## config.mk

```make
export PLATFORM = sky130hd
export DESIGN_NAME = ir_carrier_pwm_generator
export DESIGN_NICKNAME = d
export VERILOG_FILES = /design/src/pkg/ir_pwm_pkg.sv /design/src/rtl/ir_carrier_pwm_generator.sv
export SDC_FILE = /design/constraint.sdc
export NUM_CORES = 1
export LEC_CHECK = 0
export ABC_AREA = 0
export CAP_MARGIN = 20
export CORE_MARGIN = 5
export CORE_UTILIZATION = 60
export CTS_CLUSTER_DIAMETER = 40
export CTS_CLUSTER_SIZE = 25
export DETAILED_ROUTE_END_ITERATION = 12
export DONT_BUFFER_PORTS = 1
export HOLD_SLACK_MARGIN = 0.15
export PLACE_DENSITY = 0.82
export REMOVE_ABC_BUFFERS = 1
export SKIP_LAST_GASP = 1
export SYNTH_ARGS = -nofsm -noshare
export SYNTH_HDL_FRONTEND = slang
export SYNTH_SLANG_ARGS = --single-unit
```

## constraint.sdc

```tcl
create_clock -name clock -period 5 [get_ports clock]
set_clock_uncertainty 0.15 [all_clocks]
set_input_delay 1 -clock clock [delete_from_list [all_inputs] [get_ports clock]]
set_output_delay 1 -clock clock [all_outputs]
set_load 0.005 [all_outputs]
```

## src/pkg/ir_pwm_pkg.sv

```systemverilog
package ir_pwm_pkg;
  // --------------------------------------------------------------------
  // Register offsets
  // --------------------------------------------------------------------
  localparam logic [3:0] ADDR_IR_CTRL = 4'h0;
  localparam logic [3:0] ADDR_CNT_CTRL = 4'h1;
  localparam logic [3:0] ADDR_TMR_CTRL = 4'h2;
  localparam logic [3:0] ADDR_CARRIER = 4'h3;
  localparam logic [3:0] ADDR_HIGH = 4'h4;
  localparam logic [3:0] ADDR_LOW = 4'h5;
  localparam logic [3:0] ADDR_INT_STATUS = 4'h6;
  localparam logic [3:0] ADDR_INT_MASK = 4'h7;
  // --------------------------------------------------------------------
  // Field positions
  // --------------------------------------------------------------------
  localparam int IRC_ENABLE = 0;
  localparam int IRC_CARRIER = 1;
  localparam int IRC_LOWONLY = 2;
  localparam int IRC_ACTIVE = 3;
  localparam int CTL_SRC = 3;
  localparam int INT_HIGH = 0;
  localparam int INT_LOW = 1;
  // --------------------------------------------------------------------
  // Reset values
  // --------------------------------------------------------------------
  localparam logic [7:0] RST_BYTE = 8'h00;
  localparam logic [7:0] RST_PRESET = 8'hff;
endpackage

```

## src/rtl/ir_carrier_pwm_generator.sv

```systemverilog
// Chosen here: the address-and-strobe port and the placing of the registers.
`timescale 1ns/100ps
module ir_carrier_pwm_generator (
  input wire logic clock,
  input wire logic rstn,
  input wire logic sub_clock_in,
  input wire logic [3:0] address,
  input wire logic [7:0] write_data,
  input wire logic write_strobe,
  input wire logic read_strobe,
  output logic [7:0] read_data,
  output logic ir_output_pin,
  output logic high_underflow_flag,
  output logic low_underflow_flag
);
  // --------------------------------------------------------------------
  // Declarations
  // --------------------------------------------------------------------
  // Counter and timer control bytes: [2:0] prescale code 2**n, [3] source (0 main, 1 sub)
  logic [7:0] ir_control_setting_reg, ir_control_setting_next;
  logic [7:0] counter_control_setting_reg, counter_control_setting_next;
  logic [7:0] width_timer_control_setting_reg;
  logic [7:0] width_timer_control_setting_next;
  logic [7:0] carrier_preset_reg, carrier_preset_next;
  logic [7:0] high_width_preset_reg, high_width_preset_next;
  logic [7:0] low_width_preset_reg, low_width_preset_next;
  logic [1:0] interrupt_status_register_reg;
  logic [1:0] interrupt_status_register_next;
  logic [1:0] interrupt_mask_register_reg, interrupt_mask_register_next;
  logic [7:0] read_data_reg, read_data_next;
  logic sub_sync1_reg, sub_sync2_reg, sub_sync3_reg;
  logic [7:0] cpre_reg, cpre_next, tpre_reg, tpre_next;
  logic [7:0] carrier_cnt_reg, carrier_cnt_next;
  logic carrier_wave_reg, carrier_wave_next;
  logic [7:0] width_cnt_reg, width_cnt_next;
  logic high_phase_reg, high_phase_next;
  logic active_reg, active_next;
  logic out_reg, out_next;
  logic sub_tick;
  logic carrier_tick, width_tick;
  logic high_uf, low_uf;
  logic enable_bit, carrier_select, low_timer_only_select;

  // Prescaler tick: true when the low code bits of the count are all 1
  function automatic logic pre_done(input logic [7:0] cnt,
                                    input logic [2:0] code);
    logic [7:0] m;
    m = 8'h00;
    for (int i = 0; i < 8; i++) begin
      if (i < int'(code)) begin
        m[i] = 1'b1;
      end
    end
    return (cnt & m) == m;
  endfunction

  // --------------------------------------------------------------------
  // Sub clock synchroniser and edge detect
  // --------------------------------------------------------------------
  // Sub clock is an asynchronous pin, so it passes two flops before its rising edge is detected
  always_ff @(posedge clock) begin
    if (!rstn) begin
      sub_sync1_reg <= 1'b0;
      sub_sync2_reg <= 1'b0;
      sub_sync3_reg <= 1'b0;
    end else begin
      sub_sync1_reg <= sub_clock_in;
      sub_sync2_reg <= sub_sync1_reg;
      sub_sync3_reg <= sub_sync2_reg;
    end
  end
  assign sub_tick = sub_sync2_reg & ~sub_sync3_reg;

  assign enable_bit = ir_control_setting_reg[ir_pwm_pkg::IRC_ENABLE];
  assign carrier_select = ir_control_setting_reg[ir_pwm_pkg::IRC_CARRIER];
  assign low_timer_only_select =
    ir_control_setting_reg[ir_pwm_pkg::IRC_LOWONLY];

  // --------------------------------------------------------------------
  // Clock selection and prescalers
  // --------------------------------------------------------------------
  logic c_src_tick, t_src_tick;
  always_comb begin
    c_src_tick = counter_control_setting_reg[ir_pwm_pkg::CTL_SRC] ?
                 sub_tick : 1'b1;
    t_src_tick = width_timer_control_setting_reg[ir_pwm_pkg::CTL_SRC] ?
                 sub_tick : 1'b1;
    cpre_next = cpre_reg;
    tpre_next = tpre_reg;
    if (!active_reg) begin
      cpre_next = 8'h00;
      tpre_next = 8'h00;
    end else begin
      if (c_src_tick) begin
        cpre_next = cpre_reg + 8'h01;
      end
      if (t_src_tick) begin
        tpre_next = tpre_reg + 8'h01;
      end
    end
    carrier_tick = active_reg & c_src_tick &
                   pre_done(cpre_reg, counter_control_setting_reg[2:0]);
    width_tick = active_reg & t_src_tick &
                 pre_done(tpre_reg, width_timer_control_setting_reg[2:0]);
  end

  // --------------------------------------------------------------------
  // Carrier counter
  // --------------------------------------------------------------------
  always_comb begin
    carrier_cnt_next = carrier_cnt_reg;
    carrier_wave_next = carrier_wave_reg;
    if (!active_reg) begin
      carrier_cnt_next = carrier_preset_reg;
      carrier_wave_next = 1'b0;
    end else if (carrier_tick) begin
      if (carrier_cnt_reg == 8'h00) begin
        carrier_cnt_next = carrier_preset_reg;
        carrier_wave_next = ~carrier_wave_reg;
      end else begin
        carrier_cnt_next = carrier_cnt_reg - 8'h01;
      end
    end
  end

  // --------------------------------------------------------------------
  // Width timers and phase sequencing
  // --------------------------------------------------------------------
  // One down counter serves both phases; it reloads with the preset of
  // the phase that follows, so each phase runs preset+1 ticks.
  always_comb begin
    width_cnt_next = width_cnt_reg;
    high_phase_next = high_phase_reg;
    active_next = active_reg;
    high_uf = 1'b0;
    low_uf = 1'b0;
    if (!active_reg) begin
      if (enable_bit) begin
        active_next = 1'b1;
        high_phase_next = ~low_timer_only_select;
        width_cnt_next = low_timer_only_select ? low_width_preset_reg :
                         high_width_preset_reg;
      end
    end else if (width_tick) begin
      if (width_cnt_reg != 8'h00) begin
        width_cnt_next = width_cnt_reg - 8'h01;
      end else if (high_phase_reg) begin
        high_uf = 1'b1;
        if (!enable_bit) begin
          active_next = 1'b0;
        end else begin
          high_phase_next = 1'b0;
          width_cnt_next = low_width_preset_reg;
        end
      end else begin
        low_uf = 1'b1;
        if (low_timer_only_select) begin
          // High timer is skipped entirely
          active_next = enable_bit;
          width_cnt_next = low_width_preset_reg;
        end else begin
          high_phase_next = 1'b1;
          width_cnt_next = high_width_preset_reg;
        end
      end
    end
    if (!active_reg) begin
      out_next = 1'b0;
    end else if (high_phase_next) begin
      out_next = active_next;
    end else if (!active_next) begin
      out_next = 1'b0;
    end else begin
      out_next = carrier_select ? carrier_wave_next : 1'b0;
    end
  end

  // --------------------------------------------------------------------
  // Register file
  // --------------------------------------------------------------------
  always_comb begin
    ir_control_setting_next = ir_control_setting_reg;
    counter_control_setting_next = counter_control_setting_reg;
    width_timer_control_setting_next = width_timer_control_setting_reg;
    carrier_preset_next = carrier_preset_reg;
    high_width_preset_next = high_width_preset_reg;
    low_width_preset_next = low_width_preset_reg;
    interrupt_mask_register_next = interrupt_mask_register_reg;
    interrupt_status_register_next = interrupt_status_register_reg;
    read_data_next = 8'h00;
    if (write_strobe) begin
      unique case (address)
        ir_pwm_pkg::ADDR_IR_CTRL: ir_control_setting_next = write_data;
        ir_pwm_pkg::ADDR_CNT_CTRL: counter_control_setting_next = write_data;
        ir_pwm_pkg::ADDR_TMR_CTRL:
          width_timer_control_setting_next = write_data;
        ir_pwm_pkg::ADDR_CARRIER: carrier_preset_next = write_data;
        ir_pwm_pkg::ADDR_HIGH: high_width_preset_next = write_data;
        ir_pwm_pkg::ADDR_LOW: low_width_preset_next = write_data;
        // Write 1 clears a flag
        ir_pwm_pkg::ADDR_INT_STATUS:
          interrupt_status_register_next =
            interrupt_status_register_reg & ~write_data[1:0];
        ir_pwm_pkg::ADDR_INT_MASK:
          interrupt_mask_register_next = write_data[1:0];
        default: ;
      endcase
    end
    // Set after clear so a same-cycle event wins
    if (high_uf && interrupt_mask_register_reg[ir_pwm_pkg::INT_HIGH]) begin
      interrupt_status_register_next[ir_pwm_pkg::INT_HIGH] = 1'b1;
    end
    if (low_uf && interrupt_mask_register_reg[ir_pwm_pkg::INT_LOW]) begin
      interrupt_status_register_next[ir_pwm_pkg::INT_LOW] = 1'b1;
    end
    if (read_strobe) begin
      unique case (address)
        ir_pwm_pkg::ADDR_IR_CTRL: begin
          read_data_next = ir_control_setting_reg;
          read_data_next[ir_pwm_pkg::IRC_ACTIVE] = active_reg;
        end
        ir_pwm_pkg::ADDR_CNT_CTRL:
          read_data_next = counter_control_setting_reg;
        ir_pwm_pkg::ADDR_TMR_CTRL:
          read_data_next = width_timer_control_setting_reg;
        ir_pwm_pkg::ADDR_CARRIER: read_data_next = carrier_preset_reg;
        ir_pwm_pkg::ADDR_HIGH: read_data_next = high_width_preset_reg;
        ir_pwm_pkg::ADDR_LOW: read_data_next = low_width_preset_reg;
        ir_pwm_pkg::ADDR_INT_STATUS:
          read_data_next = {6'h00, interrupt_status_register_reg};
        ir_pwm_pkg::ADDR_INT_MASK:
          read_data_next = {6'h00, interrupt_mask_register_reg};
        default: read_data_next = 8'h00;
      endcase
    end
  end

  always_ff @(posedge clock) begin
    if (!rstn) begin
      ir_control_setting_reg <= ir_pwm_pkg::RST_BYTE;
      counter_control_setting_reg <= ir_pwm_pkg::RST_BYTE;
      width_timer_control_setting_reg <= ir_pwm_pkg::RST_BYTE;
      carrier_preset_reg <= ir_pwm_pkg::RST_PRESET;
      high_width_preset_reg <= ir_pwm_pkg::RST_PRESET;
      low_width_preset_reg <= ir_pwm_pkg::RST_PRESET;
      interrupt_status_register_reg <= 2'h0;
      interrupt_mask_register_reg <= 2'h0;
      read_data_reg <= ir_pwm_pkg::RST_BYTE;
      cpre_reg <= ir_pwm_pkg::RST_BYTE;
      tpre_reg <= ir_pwm_pkg::RST_BYTE;
      carrier_cnt_reg <= ir_pwm_pkg::RST_BYTE;
      carrier_wave_reg <= 1'b0;
      width_cnt_reg <= ir_pwm_pkg::RST_BYTE;
      high_phase_reg <= 1'b0;
      active_reg <= 1'b0;
      out_reg <= 1'b0;
    end else begin
      ir_control_setting_reg <= ir_control_setting_next;
      counter_control_setting_reg <= counter_control_setting_next;
      width_timer_control_setting_reg <= width_timer_control_setting_next;
      carrier_preset_reg <= carrier_preset_next;
      high_width_preset_reg <= high_width_preset_next;
      low_width_preset_reg <= low_width_preset_next;
      interrupt_status_register_reg <= interrupt_status_register_next;
      interrupt_mask_register_reg <= interrupt_mask_register_next;
      read_data_reg <= read_data_next;
      cpre_reg <= cpre_next;
      tpre_reg <= tpre_next;
      carrier_cnt_reg <= carrier_cnt_next;
      carrier_wave_reg <= carrier_wave_next;
      width_cnt_reg <= width_cnt_next;
      high_phase_reg <= high_phase_next;
      active_reg <= active_next;
      out_reg <= out_next;
    end
  end

  assign read_data = read_data_reg;
  assign ir_output_pin = out_reg;
  assign high_underflow_flag =
    interrupt_status_register_reg[ir_pwm_pkg::INT_HIGH];
  assign low_underflow_flag =
    interrupt_status_register_reg[ir_pwm_pkg::INT_LOW];
endmodule // ir_carrier_pwm_generator

```

==> run metrics <==
status=finished, final reports clean; remaining antenna violation count after routing=0; global routing usage summed across all routing layers=0.237; Slowest Stage Delay on Critical Path=0.73 ns; Worst setup SP type=flop; Starting Density=0.621; fraction of post-synthesis cell area in the top cell type by area=0.398; Die ar.=9940 um^2; antenna violations before repair=0; Critical Path Fanout Max=19; filler cell count=approximately 650; H-tree depth=3; starting DRC count in detailed routing=~300; max_slew headroom=0.392; count of clock tree sinks=96; vias in the first global route=3745; final worst path period share=0.508; cell accounting for the most synthesized area=dfxtp_1; min Tclk post-route=roughly 2.5 ns; global-route wire length before repair=18900 um; slew at the pin closest to its max-slew limit=0.905 ns; total clock buffers created by CTS=9; largest cells by area after synthesis=dfxtp_1 40%, nand2_1 9.0%, mux2i_1 8.3%, nand3_1 4.0%, nor2b_1 3.8%; switching power total=0.378 mW; main flop type after synthesis=dfxtp_1; synthesized netlist cell count=584; area growth from synthesis to layout=3.94%; Clock Power Share=0.358; Peak Freq=approximately 390 MHz; buffers plus inverters on the worst setup path=1; Worst Setup Slack post-DPL=2.31 ns; insertion delay of the later-clocked pin in the worst-skew pair=0.37 ns; critical path class=reg -> reg; Max IR drop VDD=0.164 mV; library cell contributing the largest single delay on the critical path=dfxtp_1; cell area after synthesis=4830 um^2; number of max-capacitance violations reported=0; data required time at the worst endpoint=5.12 ns; dominant delay contributor by cell family on the critical path=compound AO/OA/AOI/OAI gates; count of buffers from port buffering=0; Core Rows=32; number of gates resized after cts=0; grt total ovfl=0; setup repair after global routing missed its margin=no; Initial DRT Pass Iterations=5; net count of the finished layout=588; Hold Path Class=reg -> reg; via-per-instance ratio=6.15; Pwr per Cell Area=280 nW/um^2; combinational group share of total power=0.073; core outline area=a little under 8000 um^2; number of top-level design ports=28; count of unresolved DRC violations after routing=0; share of synthesized flip-flops with an asynchronous set or reset=0; YS warnings=0; worst endpoint data arrival time=2.66 ns; synthesized area divided by synthesized cell count=8.26 um^2; sum of net half-perimeters after detailed placement=around 8200 um; EDFF count, synth=0; proportion of power drawn by flip-flops and latches=0.569; Worst Slack Setup Final=roughly 2.5 ns; fraction of layout cells with a size suffix above 1=0.0596; Yosys reg bits=96; Netlist cell types=60; register clock-pin slew on the reported worst setup and hold paths=0.10 ns; largest net degree at the start of global routing=88; count of vias placed by the detailed router=4131; internal power=a little over 1 mW; CTS Hold Buffers Added=0; kind of capture point of the worst setup path=flop; fraction of power spent switching nets=0.269; Clock Root Buffer=clkbuf_8; fraction of the yosys area taken by sequential cells=0.398; number of diodes added for antenna fixing=0; Slew Limit Fails=0; Leakage Power=2.06 nW; total setup violations reported at the end of the flow=0; buffer depth of the longest clock path=2; hold violation total from the final report=0; final routed wirelength across all metal layers=11500 um; CTS tree=done; vertical die dimension=99.7 um; horizontal extent of the die=roughly 100 um; cells along the critical path=inv_2 > a221o_1 > o41ai_2 > a32o_2 > o221ai_1 > o211a_1; Setup Buffers After CTS=0; Routed WL per cell=17.1 um; total negative slack for setup checks=0 ns; weighted congestion at the end of routability-driven global placement=roughly 0.87
==> layout by cell type (no fill, tap or decap), types with 2 or more instances in the layout <==
cell and n:
nand2_1 116, dfxtp_1 96, nor2_1 45, mux2i_1 40
nand3_1 39, nor2b_1 29, o21ai_0 23, a21oi_1 19
xor2_1 12, and2_1 9, o211ai_1 9, clkbuf_8 9
mux2_2 8, inv_1 7, nand2b_1 7, nor3_1 7
nand4_1 7, a22o_1 7, ha_1 6, a21boi_0 5
xnor2_1 5, o21a_1 4, a222oi_1 4, and4_1 4
o22ai_1 3, a31oi_1 3, o2111ai_1 3, inv_6 3
inv_8 3, or3_1 2, nor4_2 2, and3_1 2
o41ai_1 2, nor4_1 2, o311ai_0 2, a211oi_1 2
o31ai_1 2
==> metal layers <==
metal	wire, um	global-route usage
met1	5030	0.312
met2	5420	0.386
met3	770	0.0484
met4	234	0.0798
met5	0	0
==> layout make-up <==
type / count / area (um^2) / area share
Inverter: 8 / 30.0 / 0.00599
Clock inverter: 7 / 68.8 / 0.0137
Clock buffer: 9 / 124 / 0.0247
Multi-Input combinational cell: 450 / 2740 / 0.547
Sequential cell: 96 / 1920 / 0.383
Tap cell: 102 / 128 / 0.0254
==> synth_stat cells (8+ instances only) <==
| master | n |
|---|---|
| o21ai_0 | 23 |
| xor2_1 | 12 |
| a21oi_1 | 19 |
| and2_1 | 9 |
| nand2_1 | 116 |
| nor2_1 | 45 |
| clkbuf_1 | 20 |
| nand3_1 | 39 |
| dfxtp_1 | 96 |
| o211ai_1 | 9 |
| nor2b_1 | 29 |
| mux2i_1 | 40 |
| mux2_2 | 8 |
==> power groups by stage <==
stage | Sequential, mW | Clock [mW] | Combinational (mW)
floorplan | 0.810 | 0 | 0.0831
global placement | 0.815 | 0 | 0.0983
detailed placement | 0.815 | 0 | 0.100
CTS | 0.798 | 0.507 | 0.101
global route | 0.801 | 0.544 | 0.114
finish | 0.798 | 0.502 | 0.102
==> cell families (layout without fill, tap and decap cells) <==
kind of cell | after synthesis | count (layout) | share of synthesized area
AND/OR/NAND/NOR | 274 | 274 | 0.265
AO/OA/AOI/OAI | 104 | 104 | 0.151
flip-flops | 96 | 96 | 0.398
multiplexers | 49 | 49 | 0.106
adder cells (fa/ha/maj) | 6 | 6 | 0.0156
buffers and inverters | 38 | 24 | 0.0332
XOR/XNOR | 17 | 17 | 0.0309
==> worst paths after layout <==
kind | from | end | slack [ns] | cells past startpoint
max | active_reg | width_cnt_reg[3] | 2.46 | 6
max reg2reg | active_reg | width_cnt_reg[3] | 2.46 | 6
min | sub_sync1_reg | sub_sync2_reg | 0.31 | 1
min reg2reg | sub_sync1_reg | sub_sync2_reg | 0.31 | 1
==> stage by stage <==
stage | hold slack [ns] | util | instances | cell area (um^2) | power, mW
final | 0.314 | 0.646 | 672 | 5020 | 1.40
after global routing | 0.344 | 0.646 | 672 | 5020 | 1.46
after global placement | 0.297 | 0.621 | 656 | 4820 | 0.913
after detailed placement | 0.301 | 0.621 | 656 | 4820 | 0.915
after floorplan | 0.262 | - | 554 | 4700 | 0.893
after CTS | 0.332 | 0.646 | 672 | 5020 | 1.41
(Power assumes the default switching activity.)
